<file path="src/inc/ext_access_pkg.sv">
/*
  Constants, types and register map of the external access mode control.
  Assumes one 20 MHz clock, a synchronous reset and an APB register port.
*/
package ext_access_pkg;

  // ****************************************
  // Timing
  // ****************************************
  localparam int CLK_PERIOD_NS  = 50;
  localparam int INSTR_CYCLE_NS = 160;
  localparam int INSTR_CYCLES   = (INSTR_CYCLE_NS + CLK_PERIOD_NS - 1) / CLK_PERIOD_NS;
  localparam logic [2:0] STEP_LAST = 3'(INSTR_CYCLES - 1);

  // ****************************************
  // Access mode register fields
  // ****************************************
  localparam int AMR_W      = 7;
  localparam int AMR_SPEED  = 0;
  localparam int AMR_PSEUDO = 1;
  localparam int AMR_JOINED = 2;
  localparam int AMR_STROBE = 3;
  localparam int AMR_SIX    = 4;
  localparam int AMR_FIVE   = 5;
  localparam int AMR_MASK   = 6;
  localparam logic [6:0] AMR_RESET = 7'h34;

  // ****************************************
  // Register offsets
  // ****************************************
  localparam logic [7:0] OFF_AMR    = 8'h00;
  localparam logic [7:0] OFF_CTRL   = 8'h04;
  localparam logic [7:0] OFF_STATUS = 8'h08;
  localparam logic [7:0] OFF_LOOP   = 8'h0C;
  localparam logic [7:0] OFF_PC     = 8'h10;
  localparam logic [7:0] OFF_INSTR  = 8'h14;
  localparam logic [7:0] OFF_PTR    = 8'h18;
  localparam int         PTR_REGS   = 6;

  // Control register fields.
  localparam int CTRL_SAT   = 2;
  localparam int CTRL_RING  = 3;
  localparam int CTRL_PAIR  = 5;
  localparam int CTRL_EMPTY = 7;
  // Status register fields.
  localparam int ST_OVF     = 0;

  // ****************************************
  // Reset values
  // ****************************************
  localparam logic [31:0] NOP_INSTR = 32'h0000_0000;
  localparam int PTR_W = 7;

  typedef enum logic [1:0] {
    MODE_REAL    = 2'b00,
    MODE_COMPLEX = 2'b01,
    MODE_DOUBLE  = 2'b10
  } mode_t;

  typedef enum logic {
    ACC_IDLE = 1'b0,
    ACC_BUSY = 1'b1
  } acc_state_t;

  typedef struct packed {
    logic        write;
    logic [11:0] addr;
    logic [15:0] wdata;
  } acc_req_t;

endpackage

</file>
<file path="src/verilog/ext_access_ctrl.sv">
/*
  External access mode control: access mode register, reset and halt
  effects, sequencer counters, circular pointer aliasing, pair ordering
  and the local and system bus access engine with an APB register port.
  Assumes all inputs synchronous to clk_sys and an APB master.
*/
// Behaviour
// - Seven-bit access mode register, written and read back by software.
// - Bit 0 clear: access lasts one instruction cycle; set: two.
// - Slow exchange repeats the instruction defining the transfer.
// - Pseudo-slave drives system bus lines as local RAM address.
// - Pseudo-slave hands the system bus over when the master asks.
// - Bit 2 clear: two byte lanes; set: one sixteen-bit bus.
// - Bit 3 clear: read and write pulses; set: strobe plus direction.
// - Bit 4 clear: shared pin is transfer acknowledge; set: test input.
// - Bit 5 clear: shared pin shows bus available; set: test input.
// - Mask set forces fast, pseudo-slave, joined, pulses under halt.
// - Mask bit stays writable while halt is asserted.
// - Reset: fast, slave, joined, pulses, both shared pins test inputs.
// - Reset clears program and loop counters and loads a no-operation.
// - Reset: real mode, no saturation, FIFO empty set, overflow cleared.
// - Halt freezes counters and lets the instruction load externally.
// - Four select lines, extended to twelve address bits for memory.
// - Separate bus: low lane only when top address bits are zero.
// - In circular mode the lower-limit pointer aliases the current one.
// - Per-RAM circular flag shows circular mode in status.
// - Complex or double modes issue even then odd, reversed by pair bit.
module ext_access_ctrl
  import ext_access_pkg::*;
(
  input  wire logic        clk_sys,
  input  wire logic        rst,
  input  wire logic        psel,
  input  wire logic        penable,
  input  wire logic        pwrite,
  input  wire logic [7:0]  paddr,
  input  wire logic [31:0] pwdata,
  output logic      [31:0] prdata,
  output logic             pready,
  output logic             pslverr,
  input  wire logic        ext_halt,
  input  wire logic        ext_instr_valid,
  input  wire logic [31:0] ext_instr,
  input  wire logic [31:0] instr_fetch,
  input  wire logic        ovf_event,
  input  wire logic        fifo_push,
  input  wire logic        fifo_drain,
  input  wire logic        acc_valid,
  input  wire acc_req_t    acc_req,
  output logic             acc_taken,
  output logic             acc_done,
  output logic      [15:0] acc_rdata,
  input  wire logic        master_bus_req,
  output logic             bus_granted,
  output logic      [3:0]  peripheral_select_lines,
  output logic      [7:0]  system_bus_lines_out,
  output logic             system_bus_lines_oe,
  input  wire logic [15:0] local_data_lines_in,
  output logic      [15:0] local_data_lines_out,
  output logic      [1:0]  local_data_lines_oe,
  output logic             rd_n,
  output logic             wr_n,
  output logic             transfer_strobe_n,
  output logic             rw_dir,
  input  wire logic        ack_six_in,
  output logic             ack_six_out,
  output logic             ack_six_oe,
  input  wire logic        avail_five_in,
  output logic             avail_five_out,
  output logic             avail_five_oe,
  output logic             instr_step,
  output logic      [31:0] instruction_out,
  output logic      [PTR_W-1:0] ram_addr_first,
  output logic      [PTR_W-1:0] ram_addr_second
);

  // ****************************************
  // Core state
  // ****************************************
  logic [6:0]        access_mode_reg,   access_mode_next;
  mode_t             mode_reg,          mode_next;
  logic              sat_reg,           sat_next;
  logic [1:0]        ring_reg,          ring_next;
  logic [1:0]        pair_order_reg,    pair_order_next;
  logic              fifo_empty_reg,    fifo_empty_next;
  logic              sticky_ovf_reg,    sticky_ovf_next;
  logic [1:0]        ext_test_reg,      ext_test_next;
  logic [15:0]       pc_reg,            pc_next;
  logic [15:0]       loop_counter_reg,  loop_counter_next;
  logic [31:0]       instruction_reg,   instruction_next;
  logic              phase_reg,         phase_next;
  logic [2:0]        step_cnt_reg,      step_cnt_next;
  logic              step_reg,          step_next;
  logic [PTR_W-1:0]  ptr_reg [PTR_REGS], ptr_next [PTR_REGS];
  logic [PTR_W-1:0]  addr_reg [2],      addr_next [2];
  logic [31:0]       prdata_reg,        prdata_next;
  logic              pready_reg,        pready_next;
  logic              pslverr_reg,       pslverr_next;
  logic              repeat_reg;

  logic              wr_en;
  logic              setup;
  logic              mapped;
  logic [7:0]        rel;
  logic [2:0]        pidx;
  logic [2:0]        widx;
  logic [PTR_W-1:0]  base;

  assign setup = psel & ~penable;
  assign wr_en = psel & penable & pready_reg & pwrite;
  assign rel   = paddr - OFF_PTR;
  assign pidx  = rel[4:2];

  always_comb begin
    access_mode_next  = access_mode_reg;
    mode_next         = mode_reg;
    sat_next          = sat_reg;
    ring_next         = ring_reg;
    pair_order_next   = pair_order_reg;
    fifo_empty_next   = fifo_empty_reg;
    sticky_ovf_next   = sticky_ovf_reg;
    pc_next           = pc_reg;
    loop_counter_next = loop_counter_reg;
    instruction_next  = instruction_reg;
    phase_next        = phase_reg;
    prdata_next       = 32'h0000_0000;
    pready_next       = setup;
    mapped            = 1'b1;
    widx              = 3'h0;
    base              = '0;
    for (int i = 0; i < PTR_REGS; i++) begin
      ptr_next[i] = ptr_reg[i];
    end
    // Shared pins sample the test conditions only when redefined as inputs.
    ext_test_next = {access_mode_reg[AMR_FIVE] & avail_five_in,
                     access_mode_reg[AMR_SIX] & ack_six_in};
    step_next     = (step_cnt_reg == STEP_LAST);
    step_cnt_next = step_next ? 3'h0 : step_cnt_reg + 3'h1;

    if (wr_en) begin
      unique case (paddr)
        OFF_AMR:    access_mode_next = pwdata[6:0];
        OFF_CTRL: begin
          mode_next       = mode_t'(pwdata[1:0]);
          sat_next        = pwdata[CTRL_SAT];
          ring_next       = pwdata[CTRL_RING +: 2];
          pair_order_next = pwdata[CTRL_PAIR +: 2];
          if (pwdata[CTRL_EMPTY]) begin
            fifo_empty_next = 1'b1;
          end
        end
        OFF_STATUS: begin
          if (pwdata[ST_OVF]) begin
            sticky_ovf_next = 1'b0;
          end
        end
        OFF_LOOP:   loop_counter_next = pwdata[15:0];
        default: begin
          if (paddr >= OFF_PTR && rel < 8'(4 * PTR_REGS) && paddr[1:0] == 2'b00) begin
            widx = pidx;
            // A lower-limit write in circular mode lands on the current pointer.
            if (pidx % 3 == 0 && ring_reg[pidx / 3]) begin
              widx = pidx + 3'h2;
            end
            ptr_next[widx] = pwdata[PTR_W-1:0];
          end
        end
      endcase
    end

    if (ovf_event) begin
      sticky_ovf_next = 1'b1;
    end
    if (fifo_push && !fifo_drain) begin
      fifo_empty_next = 1'b0;
    end
    if (fifo_drain) begin
      fifo_empty_next = 1'b1;
    end

    if (ext_halt) begin
      if (ext_instr_valid) begin
        instruction_next = ext_instr;
      end
      if (access_mode_next[AMR_MASK]) begin
        access_mode_next[AMR_SPEED]  = 1'b0;
        access_mode_next[AMR_PSEUDO] = 1'b1;
        access_mode_next[AMR_JOINED] = 1'b1;
        access_mode_next[AMR_STROBE] = 1'b0;
      end
    end else if (step_reg && !repeat_reg) begin
      // Halt leaves the counters frozen; a repeated step does not advance.
      if (mode_reg != MODE_REAL && !phase_reg) begin
        phase_next = 1'b1;
      end else begin
        phase_next       = 1'b0;
        pc_next          = pc_reg + 16'h0001;
        instruction_next = instr_fetch;
        if (loop_counter_reg != 16'h0000 && !(wr_en && paddr == OFF_LOOP)) begin
          loop_counter_next = loop_counter_reg - 16'h0001;
        end
      end
    end

    for (int g = 0; g < 2; g++) begin
      base = ring_reg[g] ? ptr_reg[3 * g + 2] : ptr_reg[3 * g];
      if (mode_reg == MODE_REAL) begin
        addr_next[g] = base;
      end else begin
        addr_next[g] = {base[PTR_W-1:1], phase_reg ^ pair_order_reg[g]};
      end
    end

    if (setup) begin
      unique case (paddr)
        OFF_AMR:    prdata_next = {25'h0, access_mode_reg};
        OFF_CTRL:   prdata_next = {24'h0, 1'b0, pair_order_reg, ring_reg, sat_reg, mode_reg};
        OFF_STATUS: prdata_next = {24'h0, ext_test_reg, ext_halt, ring_reg, sat_reg,
                                   fifo_empty_reg, sticky_ovf_reg};
        OFF_LOOP:   prdata_next = {16'h0, loop_counter_reg};
        OFF_PC:     prdata_next = {16'h0, pc_reg};
        OFF_INSTR:  prdata_next = instruction_reg;
        default: begin
          if (paddr >= OFF_PTR && rel < 8'(4 * PTR_REGS) && paddr[1:0] == 2'b00) begin
            widx = pidx;
            if (pidx % 3 == 0 && ring_reg[pidx / 3]) begin
              widx = pidx + 3'h2;
            end
            prdata_next = {25'h0, ptr_reg[widx]};
          end else begin
            mapped = 1'b0;
          end
        end
      endcase
    end else begin
      mapped = 1'b1;
    end
    pslverr_next = setup & ~mapped;
  end

  always_ff @(posedge clk_sys) begin
    if (rst) begin
      access_mode_reg  <= AMR_RESET;
      mode_reg         <= MODE_REAL;
      sat_reg          <= 1'b0;
      ring_reg         <= 2'b00;
      pair_order_reg   <= 2'b00;
      fifo_empty_reg   <= 1'b1;
      sticky_ovf_reg   <= 1'b0;
      ext_test_reg     <= 2'b00;
      pc_reg           <= 16'h0000;
      loop_counter_reg <= 16'h0000;
      instruction_reg  <= NOP_INSTR;
      phase_reg        <= 1'b0;
      step_cnt_reg     <= 3'h0;
      step_reg         <= 1'b0;
      prdata_reg       <= 32'h0000_0000;
      pready_reg       <= 1'b0;
      pslverr_reg      <= 1'b0;
      for (int i = 0; i < PTR_REGS; i++) begin
        ptr_reg[i] <= '0;
      end
      for (int g = 0; g < 2; g++) begin
        addr_reg[g] <= '0;
      end
    end else begin
      access_mode_reg  <= access_mode_next;
      mode_reg         <= mode_next;
      sat_reg          <= sat_next;
      ring_reg         <= ring_next;
      pair_order_reg   <= pair_order_next;
      fifo_empty_reg   <= fifo_empty_next;
      sticky_ovf_reg   <= sticky_ovf_next;
      ext_test_reg     <= ext_test_next;
      pc_reg           <= pc_next;
      loop_counter_reg <= loop_counter_next;
      instruction_reg  <= instruction_next;
      phase_reg        <= phase_next;
      step_cnt_reg     <= step_cnt_next;
      step_reg         <= step_next;
      prdata_reg       <= prdata_next;
      pready_reg       <= pready_next;
      pslverr_reg      <= pslverr_next;
      for (int i = 0; i < PTR_REGS; i++) begin
        ptr_reg[i] <= ptr_next[i];
      end
      for (int g = 0; g < 2; g++) begin
        addr_reg[g] <= addr_next[g];
      end
    end
  end

  // ****************************************
  // External access engine
  // ****************************************
  acc_state_t  acc_state_reg,  acc_state_next;
  acc_req_t    held_reg,       held_next;
  logic        left_reg,       left_next;
  logic        repeat_next;
  logic        taken_reg,      taken_next;
  logic        done_reg,       done_next;
  logic [15:0] rdata_reg,      rdata_next;
  logic        grant_reg,      grant_next;
  logic        low_lane;
  logic        pseudo;
  logic        busy;
  logic        sys_free;
  logic [1:0]  lane_oe;

  assign pseudo   = access_mode_reg[AMR_PSEUDO];
  assign sys_free = !(pseudo && master_bus_req);
  assign low_lane = (held_reg.addr[11:10] == 2'b00);

  always_comb begin
    acc_state_next = acc_state_reg;
    held_next      = held_reg;
    left_next      = left_reg;
    repeat_next    = repeat_reg;
    taken_next     = 1'b0;
    done_next      = 1'b0;
    rdata_next     = rdata_reg;
    if (step_reg) begin
      unique case (acc_state_reg)
        ACC_IDLE: begin
          repeat_next = 1'b0;
          if (acc_valid && !ext_halt && sys_free) begin
            acc_state_next = ACC_BUSY;
            held_next      = acc_req;
            left_next      = access_mode_reg[AMR_SPEED];
            repeat_next    = access_mode_reg[AMR_SPEED];
            taken_next     = 1'b1;
          end
        end
        ACC_BUSY: begin
          if (left_reg) begin
            left_next   = 1'b0;
            repeat_next = 1'b0;
          end else begin
            acc_state_next = ACC_IDLE;
            done_next      = 1'b1;
            if (!held_reg.write) begin
              if (access_mode_reg[AMR_JOINED]) begin
                rdata_next = local_data_lines_in;
              end else if (low_lane) begin
                rdata_next = {8'h00, local_data_lines_in[7:0]};
              end else begin
                rdata_next = {8'h00, local_data_lines_in[15:8]};
              end
            end
          end
        end
      endcase
    end
    busy       = (acc_state_next == ACC_BUSY);
    grant_next = master_bus_req && !(pseudo && busy);
    if (access_mode_reg[AMR_JOINED]) begin
      lane_oe = 2'b11;
    end else begin
      lane_oe = (held_next.addr[11:10] == 2'b00) ? 2'b01 : 2'b10;
    end
  end

  always_ff @(posedge clk_sys) begin
    if (rst) begin
      acc_state_reg           <= ACC_IDLE;
      held_reg                <= '0;
      left_reg                <= 1'b0;
      repeat_reg              <= 1'b0;
      taken_reg               <= 1'b0;
      done_reg                <= 1'b0;
      rdata_reg               <= 16'h0000;
      grant_reg               <= 1'b0;
      peripheral_select_lines <= 4'h0;
      system_bus_lines_out    <= 8'h00;
      system_bus_lines_oe     <= 1'b0;
      local_data_lines_out    <= 16'h0000;
      local_data_lines_oe     <= 2'b00;
      rd_n                    <= 1'b1;
      wr_n                    <= 1'b1;
      transfer_strobe_n       <= 1'b1;
      rw_dir                  <= 1'b1;
      ack_six_out             <= 1'b0;
      ack_six_oe              <= 1'b0;
      avail_five_out          <= 1'b0;
      avail_five_oe           <= 1'b0;
    end else begin
      acc_state_reg           <= acc_state_next;
      held_reg                <= held_next;
      left_reg                <= left_next;
      repeat_reg              <= repeat_next;
      taken_reg               <= taken_next;
      done_reg                <= done_next;
      rdata_reg               <= rdata_next;
      grant_reg               <= grant_next;
      peripheral_select_lines <= held_next.addr[11:8];
      system_bus_lines_out    <= held_next.addr[7:0];
      system_bus_lines_oe     <= busy && pseudo;
      local_data_lines_out    <= access_mode_reg[AMR_JOINED] ? held_next.wdata
                                 : {2{held_next.wdata[7:0]}};
      local_data_lines_oe     <= (busy && held_next.write) ? lane_oe : 2'b00;
      rd_n              <= !(busy && !held_next.write && !access_mode_reg[AMR_STROBE]);
      wr_n              <= !(busy && held_next.write && !access_mode_reg[AMR_STROBE]);
      transfer_strobe_n <= !(busy && access_mode_reg[AMR_STROBE]);
      rw_dir            <= !(busy && held_next.write && access_mode_reg[AMR_STROBE]);
      ack_six_out             <= done_next;
      ack_six_oe              <= !access_mode_reg[AMR_SIX];
      avail_five_out          <= !(busy && pseudo);
      avail_five_oe           <= !access_mode_reg[AMR_FIVE];
    end
  end

  assign prdata          = prdata_reg;
  assign pready          = pready_reg;
  assign pslverr         = pslverr_reg;
  assign acc_taken       = taken_reg;
  assign acc_done        = done_reg;
  assign acc_rdata       = rdata_reg;
  assign bus_granted     = grant_reg;
  assign instr_step      = step_reg;
  assign instruction_out = instruction_reg;
  assign ram_addr_first  = addr_reg[0];
  assign ram_addr_second = addr_reg[1];

endmodule

</file>
<file path="config.mk">
export PLATFORM = sky130hd
export DESIGN_NAME = ext_access_ctrl
export DESIGN_NICKNAME = d
export VERILOG_FILES = /design/src/inc/ext_access_pkg.sv /design/src/verilog/ext_access_ctrl.sv
export SDC_FILE = /design/constraint.sdc
export NUM_CORES = 1
export LEC_CHECK = 0
export ABC_AREA = 1
export CAP_MARGIN = 20
export CORE_ASPECT_RATIO = 1.75
export CORE_MARGIN = 2
export CORE_UTILIZATION = 40
export DETAILED_ROUTE_END_ITERATION = 8
export DONT_BUFFER_PORTS = 1
export PLACE_DENSITY = 0.56
export SLEW_MARGIN = 20
export SYNTH_ARGS = -nofsm -noshare
export SYNTH_HDL_FRONTEND = slang
export SYNTH_SLANG_ARGS = --single-unit
</file>
<file path="constraint.sdc">
create_clock -name clk_sys -period 3.8 [get_ports clk_sys]
set_input_delay 0.19 -clock clk_sys [delete_from_list [all_inputs] [get_ports clk_sys]]
set_output_delay 0.19 -clock clk_sys [all_outputs]
set_load 0.01 [all_outputs]
</file>
==> flow_summary.ini, run 1 <==
[cts]
post_cts_resized = 0
cts_tree = yes
holdBufCountCts = 146
cts_buffers = 24
cts.clk_slew.worst_paths_ns = 0.07
cts.sinks = 246
clock_path_buffers = 3
cts_root_buf = clkbuf_16
post_cts_buffers = 0
clk_latency_ns = 0.54
htreeDepth = 1

[sta]
worst_slew_pin_slew_ns = 1.067
hold_violations = 0
skew_ns = 0.02312
max_freq_mhz = 315.5
relSlewSlack = 0.2878
slew_viol_final = 0
tns_ns = 0
fin_crit_ns = 3.169
rsz0062_at_grt = no
timing.final.crit_share = 0.8340
setup_violations = 0
setup_ws_ns = 0.6309

[setup_path]
start_kind = primary input
worst-path-max-fanout = 76
crit_required_ns = 4.28
path_buf_inv = 6
crit_family = buffers and inverters
rr_worst_depth = 8
rrSetupSlack_ns = 1.10
slowest_delay_ns = 0.69
crit_type = primary input to flip-flop
end_kind = flip-flop
crit_start = rst
slowest_stage = buf_4
worst-path-stages = 8
path_cells = dlygate4sd3_1 > buf_16 > inv_4 > buf_4 > buf_4 > o21ai_0 > a31oi_1 > dlygate4sd3_1
cp.arrival_ns = 3.65
crit-reg2reg-launch = instr_step

[finish]
drive_gt1_frac = 0.06378
largest_register_ffs = 42
nFillCells = 2754
fin_nets = 1823
syn2layout_area_growth_pct = 20.49

[place]
dp_slack_ns = 0.6424
place_hpwl_um = 24520
place_congestion = 0.8825
port_buffers = 0

[job]
drv_cap = 0

[status]
outcome = finished clean

[drt]
routed_wl_um = 36100
route.detailed.drc = 0
postRouteAntennaNets = 0
routed_via_density = 5.141
post_drt_wl_per_cell_um = 17.71
dr.pass1.iters = 6
drtIter0Drc = 547
vias = 10480

[synthesis]
synth_seq_cells = 246
syn_avg_cell_area_um2 = 7.216
synth_edf_count = 0
seq_area_frac_synth = 0.4372
syn-instance-count = 1561
async_reset_ff_frac = 0
synth_cell_types = 47
syn-num-nets = 1737
synth_top_flop_cell = dfxtp_1
synthesis.area_um2 = 11260
synth_warnings = 0

[global_routing]
grt_overflow_total = 0
grt_use_total = 0.2405
grt_pass1_wl_um = 55020
grt_antenna_before_repair = 4
grt_pass1_vias = 10300
grt_max_degree = 77

[hold_path]
holdCritPathClass = primary input to flip-flop
hp-start = paddr[0]
worst_hold_path.num_cells = 4

[power]
cellLeakagePower_nw = 5.999
ir_drop_uv = 393.6
totalPowerFinal_mw = 5.528
powerDensity_nw_per_um2 = 407.3

[floorplanning]
io_pins = 302
design.die.area_um2 = 29570
die_w_um = 130.9
core.rowCount = 81
die_h_um = 226.0
core_area_um2 = 27870
initial_core_util = 0.4042
-- metal layers --
metal / global-route usage / part of all wire / vias to the layer above
met4: 0.1287 / 0.055 / 0
met2: 0.4390 / 0.52 / 400
li1: - / - / 5189
met1: 0.2593 / 0.37 / 4793
met5: 0 / 0 / -
met3: 0.03956 / 0.058 / 96
-- cells in the mapped netlist, types with 7 or more instances --
master / n / area, um^2
nor2_2: 9 / 56.30
xor2_1: 10 / 87.58
buf_4: 26 / 195.2
dfxtp_1: 246 / 4925
buf_2: 17 / 85.08
nand2_1: 344 / 1291
nor3b_1: 16 / 120.1
o21ai_0: 144 / 720.7
nand2_2: 10 / 62.56
a31oi_1: 33 / 206.5
nand3_2: 7 / 70.07
mux2i_1: 15 / 150.1
nor3_1: 13 / 65.06
nand4_1: 11 / 68.82
or2_2: 9 / 56.30
clkbuf_1: 40 / 150.1
ha_1: 13 / 162.7
nor2_1: 206 / 773.2
buf_6: 7 / 78.83
nand3_1: 87 / 435.4
o211ai_1: 14 / 105.1
inv_1: 154 / 578.1
a21oi_1: 74 / 370.4
-- final timing paths --
path / to
setup / recovery: instruction_out[20]
hold / removal: pslverr
setup reg to reg: instruction_out[20]
hold reg to reg: step_cnt_reg[0]
-- cell families after synthesis --
kind of cell	Yosys count	share of synthesized area
and+or+nand+nor	729	0.2836
AOI/OAI and AO/OA	289	0.1404
buffers and inverters	258	0.1025
DFF	246	0.4372
muxes	15	0.01333
adders and majority gates	13	0.01444
xor gates and xnor gates	11	0.008552
-- power breakdown --
part	total (mW)	leakage, nW	internal, mW	switching, mW
Sequential	2.67	1.99	2.62	0.0519
Clock	2.45	0.390	1.43	1.02
Combinational	0.409	3.62	0.184	0.225
Total	5.53	6.00	4.23	1.30
-- layout by cell type (no fill, tap or decap), drive strengths merged --
master,Yosys,routed
a211oi,1,1
a21o,1,1
a21oi,74,74
a31oi,33,33
a41oi,1,1
and2,1,1
buf,56,12
bufinv,0,2
clkbuf,40,35
clkinv,2,5
clkinvlp,0,1
dfxtp,246,246
diode,0,3
dlygate4sd3,0,144
ha,13,13
inv,160,160
mux2i,15,15
nand2,357,357
nand3,95,95
nand4,13,13
nor2,219,219
nor3,16,16
nor3b,16,16
nor4,2,2
o211ai,16,16
o21a,4,4
o21ai,150,150
o21bai,2,2
o221ai,4,4
o22ai,2,2
o31ai,1,1
or2,9,9
or3,1,1
xnor2,1,1
xor2,10,10
-- cell type report --
class | count | area (um^2) | share of cell area
clock inverter | 6 | 82.58 | 0.006084
clock buffer | 35 | 713.2 | 0.05254
tap | 373 | 466.7 | 0.03438
inverter | 162 | 625.6 | 0.04609
sequential | 246 | 4925 | 0.3628
multi-input combinational | 1057 | 5189 | 0.3823
timing repair buffer | 156 | 1564 | 0.1152
antenna | 3 | 7.507 | 0.0005531
-- through the flow --
| step | instance area [um^2] | util | hold slack, ns | cells |
|---|---|---|---|---|
| 3_5_place_dp | 11280 | 0.4046 | 0.2689 | 1848 |
| 3_3_place_gp | 11280 | 0.4046 | 0.2675 | 1848 |
| 2_1_floorplan | 11260 | - | 0.2742 | 1561 |
| 4_1_cts | 13560 | 0.4866 | 0.0003454 | 2035 |
| 6_report | 13570 | 0.4870 | 0.01751 | 2038 |
| 5_1_grt | 13570 | 0.4870 | 0.03098 | 2038 |
-- worst reg2reg max path: stages (launching register included) --
cell	delay, ns
dfxtp_1	0.51
nand2_1	0.10
nor2_1	0.19
nand2_1	0.27
nand2_1	0.13
buf_4	0.44
o21ai_0	0.23
a31oi_1	0.22
dlygate4sd3_1	0.57
(Power assumes the default switching activity.)
==> inputs of run 2 (changes only) <==
--- a/config.mk
+++ b/config.mk
@@ -12,7 +12,7 @@
 export CORE_UTILIZATION = 40
 export DETAILED_ROUTE_END_ITERATION = 8
 export DONT_BUFFER_PORTS = 1
-export PLACE_DENSITY = 0.56
+export PLACE_DENSITY = 0.58
 export SLEW_MARGIN = 20
 export SYNTH_ARGS = -nofsm -noshare
 export SYNTH_HDL_FRONTEND = slang
==> constraint.sdc (replaced) <==
create_clock -name clk_sys -period 2.7 [get_ports clk_sys]
set_input_delay 0.135 -clock clk_sys [delete_from_list [all_inputs] [get_ports clk_sys]]
set_output_delay 0.135 -clock clk_sys [all_outputs]
set_load 0.01 [all_outputs]
==> run 2 against run 1 <==
Sequential power up 41%. Via count rose by 1.1%. Cell count is 1.4% higher. Sequential share of layout area is 0.68 points lower. Die area did not move. Power up 38%. Cell area rose by 1.9%. Largest cell class unchanged. Critical endpoint is now pslverr. Setup slack lost 0.46 ns. Utilization increased by 0.92 points. Hold slack gained 0.012 ns. First-iteration DRC count is 3.3% lower.
==> flow_summary.ini, run 2 (same netlist as run 1, synthesis figures left out) <==
[sta]
fin_crit_ns = 2.529
relSlewSlack = 0.4845
max_freq_mhz = 395.4
slew_viol_final = 0
rsz0062_at_grt = no
setup_violations = 0
tns_ns = 0
worst_slew_pin_slew_ns = 0.7725
skew_ns = 0.01231
timing.final.crit_share = 0.9367
hold_violations = 0
setup_ws_ns = 0.1708

[status]
outcome = finished clean

[power]
ir_drop_uv = 553.1
totalPowerFinal_mw = 7.651
powerDensity_nw_per_um2 = 553.2
cellLeakagePower_nw = 6.146

[drt]
dr.pass1.iters = 6
postRouteAntennaNets = 0
routed_via_density = 5.129
drtIter0Drc = 529
route.detailed.drc = 0
vias = 10600
post_drt_wl_per_cell_um = 17.47
routed_wl_um = 36090

[global_routing]
grt_max_degree = 152
grt_use_total = 0.2375
grt_pass1_vias = 10470
grt_overflow_total = 0
grt_antenna_before_repair = 3
grt_pass1_wl_um = 54530

[setup_path]
start_kind = primary input
crit_type = primary input to flip-flop
worst-path-max-fanout = 3
crit_family = buffers and inverters
slowest_stage = dlygate4sd3_1
end_kind = flip-flop
path_cells = dlygate4sd3_1 > nor2_2 > dlygate4sd3_1 > nand3_1 > nor2_2 > dlygate4sd3_1 > a21oi_1 > dlygate4sd3_1
crit_required_ns = 3.12
cp_common_cell = dlygate4sd3_1
path_buf_inv = 4
cp.arrival_ns = 2.95
slowest_delay_ns = 0.62

[floorplanning]
core.rowCount = 81
initial_core_util = 0.4042
die_h_um = 226.0
io_pins = 302
die_w_um = 130.9
core_area_um2 = 27870
design.die.area_um2 = 29570

[finish]
syn2layout_area_growth_pct = 22.78
fin_nets = 1853
mostFrequentLayoutCell = nand2_1
nFillCells = 2726
stdcell_count = 2066
final_cell_mix = nand2_1 (344), dfxtp_1 (246), nor2_1 (205)
largest_register_ffs = 42
utilization = 0.4963
drive_gt1_frac = 0.07515

[cts]
cts.sinks = 246
cts_root_buf = clkbuf_16
cts.clk_slew.worst_paths_ns = 0.06
post_cts_buffers = 0
cts_buffers = 24
cts_tree = yes
htreeDepth = 1
clock_path_buffers = 3
clk_latency_ns = 0.54

[hold_path]
holdCritPathClass = primary input to flip-flop

[place]
dp_slack_ns = 0.09842
place_hpwl_um = 24810
place_congestion = 0.9267
dp.cells = 1868
port_buffers = 0

[job]
drv_cap = 0
-- run 2: changes by cell type in the layout (fill, tap and decap cells not counted), sizes merged --
cell,change
buf,+21
bufinv,-1
clkbuf,-3
clkinv,+2
dlygate4sd3,+9
-- run 2: worst register-to-register path, delay by kind of cell, from the launching register on --
family | cells | cell delay (ns)
AOI/OAI and AO/OA | 2 | 0.36
buffers and inverters | 3 | 1.07
DFF | 1 | 0.33
and+or+nand+nor | 4 | 0.55
-- run 2: worst paths after layout --
| check | start | endpoint | slack (ns) | cells past startpoint |
|---|---|---|---|---|
| worst max-delay path | paddr[0] | pslverr | 0.17 | 8 |
| worst min-delay path | paddr[2] | ptr_reg[1][4] | 0.03 | 6 |
| worst min register to register | access_mode_reg[3] | rw_dir | 0.41 | 1 |
| worst max register to register | mode_reg[1] | instruction_out[5] | 0.32 | 9 |
-- run 2: timing repair --
action | CTS | global route
gates resized for setup | 0 | 2
hold buffers | 156 | 0
setup endpoints to repair | 0 | 4
endpoints found under the hold margin | 194 | 0
-- run 2: layout make-up --
cell class	instances	area [um^2]	area share
flip-flops and latches	246	4925	0.3561
multi-input cells	1057	5196	0.3757
clock inverters	7	77.57	0.005609
clock buffers	32	670.6	0.04849
repair buffers	186	1862	0.1346
inverters	162	625.6	0.04523
well taps	373	466.7	0.03374
diodes	3	7.507	0.0005428
-- run 2: stage by stage --
step           hold slack, ns  cell area [um^2]
2_1_floorplan          0.2192             11260
3_3_place_gp           0.2112             11460
3_5_place_dp           0.2135             11460
4_1_cts             0.0005519             13810
5_1_grt               0.03548             13830
6_report              0.02998             13830
-- run 2: power by group --
| part | leakage (nW) | total, mW | switching (mW) | internal, mW |
|---|---|---|---|---|
| registers | 1.99 | 3.76 | 0.0713 | 3.68 |
| logic | 3.79 | 0.613 | 0.326 | 0.287 |
| clock network | 0.366 | 3.28 | 1.45 | 1.83 |
| total | 6.15 | 7.65 | 1.84 | 5.81 |
-- run 2: per-layer routing --
metal	up-vias	part of all wire	GRT usage	routed length [um]
met3	90	0.065	0.04596	2343
met4	0	0.047	0.1177	1699
li1	5239	-	-	-
met5	-	0	0	0
met1	4869	0.37	0.2506	13280
met2	399	0.52	0.4397	18760
==> inputs of run 3 (changes only) <==
--- a/config.mk
+++ b/config.mk
@@ -5,7 +5,6 @@
 export SDC_FILE = /design/constraint.sdc
 export NUM_CORES = 1
 export LEC_CHECK = 0
-export ABC_AREA = 1
 export CAP_MARGIN = 20
 export CORE_ASPECT_RATIO = 1.75
 export CORE_MARGIN = 2
==> run 3 against run 2 <==
Die area shrank 2.4%. Sequential power hardly changed. Setup slack got worse by 0.059 ns. Utilization is 0.61 points higher. Power rose by 0.52%. Clock power grew 3%. Via count is 14% lower. First-iteration DRC count fell by 16%. Largest cell class unchanged.
==> flow_summary.ini, run 3 <==
[status]
outcome = finished clean

[place]
dp.cells = 1484
place_congestion = 0.8713
port_buffers = 0
dp_slack_ns = -0.03951
place_hpwl_um = 23130

[synthesis]
synth_cell_types = 74
synth_common_cells = dfxtp_1 (246), nand2_1 (144), nor2_1 (130), mux2i_1 (117), a211oi_1 (57)
yosysMostFrequentCell = dfxtp_1
synth_warnings = 0
synth_top_flop_cell = dfxtp_1
syn-instance-count = 1162
synth_edf_count = 0
async_reset_ff_frac = 0
syn-num-nets = 1338
synth_seq_cells = 246
syn_avg_cell_area_um2 = 9.457
synth_top_cell_by_area = dfxtp_1
seq_area_frac_synth = 0.4481
synth_top_cell_area_share = 0.4481
synth_area_leaders = dfxtp_1 (45%), mux2i_1 (11%), nand2_1 (4.9%)
synthesis.area_um2 = 10990

[finish]
fin_nets = 1454
largest_register_ffs = 42
syn2layout_area_growth_pct = 23.99
drive_gt1_frac = 0.1230
utilization = 0.5023
mostFrequentLayoutCell = dfxtp_1
stdcell_count = 1663
final_cell_mix = dfxtp_1 (246), nand2_1 (143), dlygate4sd3_1 (136)

[global_routing]
grt_pass1_wl_um = 51950
grt_antenna_before_repair = 1
grt_overflow_total = 0
grt_pass1_vias = 9263
grt_max_degree = 145
grt_use_total = 0.2303

[cts]
cts.sinks = 246
clk_latency_ns = 0.53
cts_root_buf = clkbuf_16
cts.clk_slew.worst_paths_ns = 0.07
cts_tree = yes
cts_buffers = 24
post_cts_resized = 0
htreeDepth = 1
clock_path_buffers = 3

[floorplanning]
core.rowCount = 80
die_h_um = 223.3
design.die.area_um2 = 28870
initial_core_util = 0.4051
io_pins = 302
die_w_um = 129.3
core_area_um2 = 27130

[setup_path]
slowest_stage = nor4_2
worstReg2RegEnd = sticky_ovf_reg
end_kind = flip-flop
rrSetupSlack_ns = 0.11
crit-reg2reg-launch = pready
cp.arrival_ns = 2.99
start_kind = flip-flop
worst-path-max-fanout = 13
path_cells = nand4_1 > nor4_2 > buf_4 > nand4_1 > a21oi_1 > dlygate4sd3_1 > nor2_1
slowest_delay_ns = 0.61
rr_worst_depth = 7
crit_required_ns = 3.10
crit_type = flip-flop to flip-flop
cp_common_cell = nand4_1

[sta]
worst_slew_pin_slew_ns = 1.092
fin_crit_ns = 2.588
setup_violations = 0
skew_ns = 0.01095
timing.final.crit_share = 0.9585
setup_ws_ns = 0.1121
max_freq_mhz = 386.4
hold_violations = 0
slew_viol_final = 0
tns_ns = 0
rsz0062_at_grt = no
relSlewSlack = 0.2673

[drt]
postRouteAntennaNets = 0
routed_via_density = 5.461
routed_wl_um = 33760
route.detailed.drc = 0
vias = 9081
drtIter0Drc = 445
dr.pass1.iters = 7
post_drt_wl_per_cell_um = 20.30

[hold_path]
holdCritPathClass = primary input to flip-flop
whs_endpoint = prdata[1]
worst_hold_path.num_cells = 3
hp-start = psel

[power]
powerDensity_nw_per_um2 = 564.4
cellLeakagePower_nw = 5.261
ir_drop_uv = 451.2
totalPowerFinal_mw = 7.691

[job]
drv_cap = 0
-- run 3: cell types whose count changed after synthesis, sizes merged, moves of 32 or more --
cell and delta:
nand2 -213, a211oi +59, nand3 -55, o21ai -133
mux2i +102, inv -149, nor2 -89, a31oi -32
-- run 3: cell type report --
type | count | area [um^2]
Fill cell | 2525 | 13500
Multi-Input combinational cell | 812 | 5645
Sequential cell | 246 | 4925
Timing Repair Buffer | 181 | 1757
Clock buffer | 35 | 713.2
Tap cell | 369 | 461.7
Inverter | 13 | 61.31
Clock inverter | 6 | 60.06
Antenna cell | 1 | 2.502
-- run 3: worst max path at each step --
stage	start	end	cells past startpoint	slack, ns
floorplan	paddr[4]	prdata[0]	14	-0.20
detailed placement	paddr[3]	ptr_reg[3][6]	11	-0.04
CTS	pready	sticky_ovf_reg	7	0.17
global placement	paddr[3]	ptr_reg[4][0]	12	0.004
global route	paddr[0]	pslverr	7	0.03
finish	pready	sticky_ovf_reg	7	0.11
-- run 3: cell families after synthesis --
family / Yosys count / synth area share
AND/OR/NAND/NOR: 425 / 0.1846
XOR/XNOR: 33 / 0.02630
AO/OA/AOI/OAI: 194 / 0.1326
multiplexers: 147 / 0.1455
buffers and inverters: 104 / 0.04805
adder cells (fa/ha/maj): 13 / 0.01480
flip-flops: 246 / 0.4481
-- run 3: power breakdown --
group / internal, mW / switching (mW) / total (mW)
Combinational: 0.298 / 0.275 / 0.573
Clock: 1.92 / 1.45 / 3.37
Sequential: 3.68 / 0.0693 / 3.75
Total: 5.90 / 1.79 / 7.69
-- run 3: what timing repair did --
item	CTS	global route
endpoints found under the hold margin	219	0
hold buffers	137	0
setup buffers	0	0
-- run 3: worst max-delay path: cells and delay by family (launching register included) --
family                 cells  cell delay (ns)
AND/OR/NAND/NOR            4             1.06
buffers and inverters      2             0.88
flip-flops                 1             0.38
AO/OA/AOI/OAI              1             0.15
-- run 3: routing by layer --
layer / track usage / routed length (um) / vias to the layer above
met3: 0.04580 / 1844 / 105
met5: 0 / 0 / -
met4: 0.1234 / 1876 / 0
met2: 0.4375 / 18390 / 303
met1: 0.2276 / 11650 / 4324
li1: - / - / 4349
-- run 3: metrics by stage --
step / area, um^2 / hold WS, ns
2_1_floorplan: 11150 / 0.2324
3_3_place_gp: 11460 / 0.2190
3_5_place_dp: 11460 / 0.2202
4_1_cts: 13620 / 0.002007
5_1_grt: 13630 / 0.01869
6_report: 13630 / 0.02014
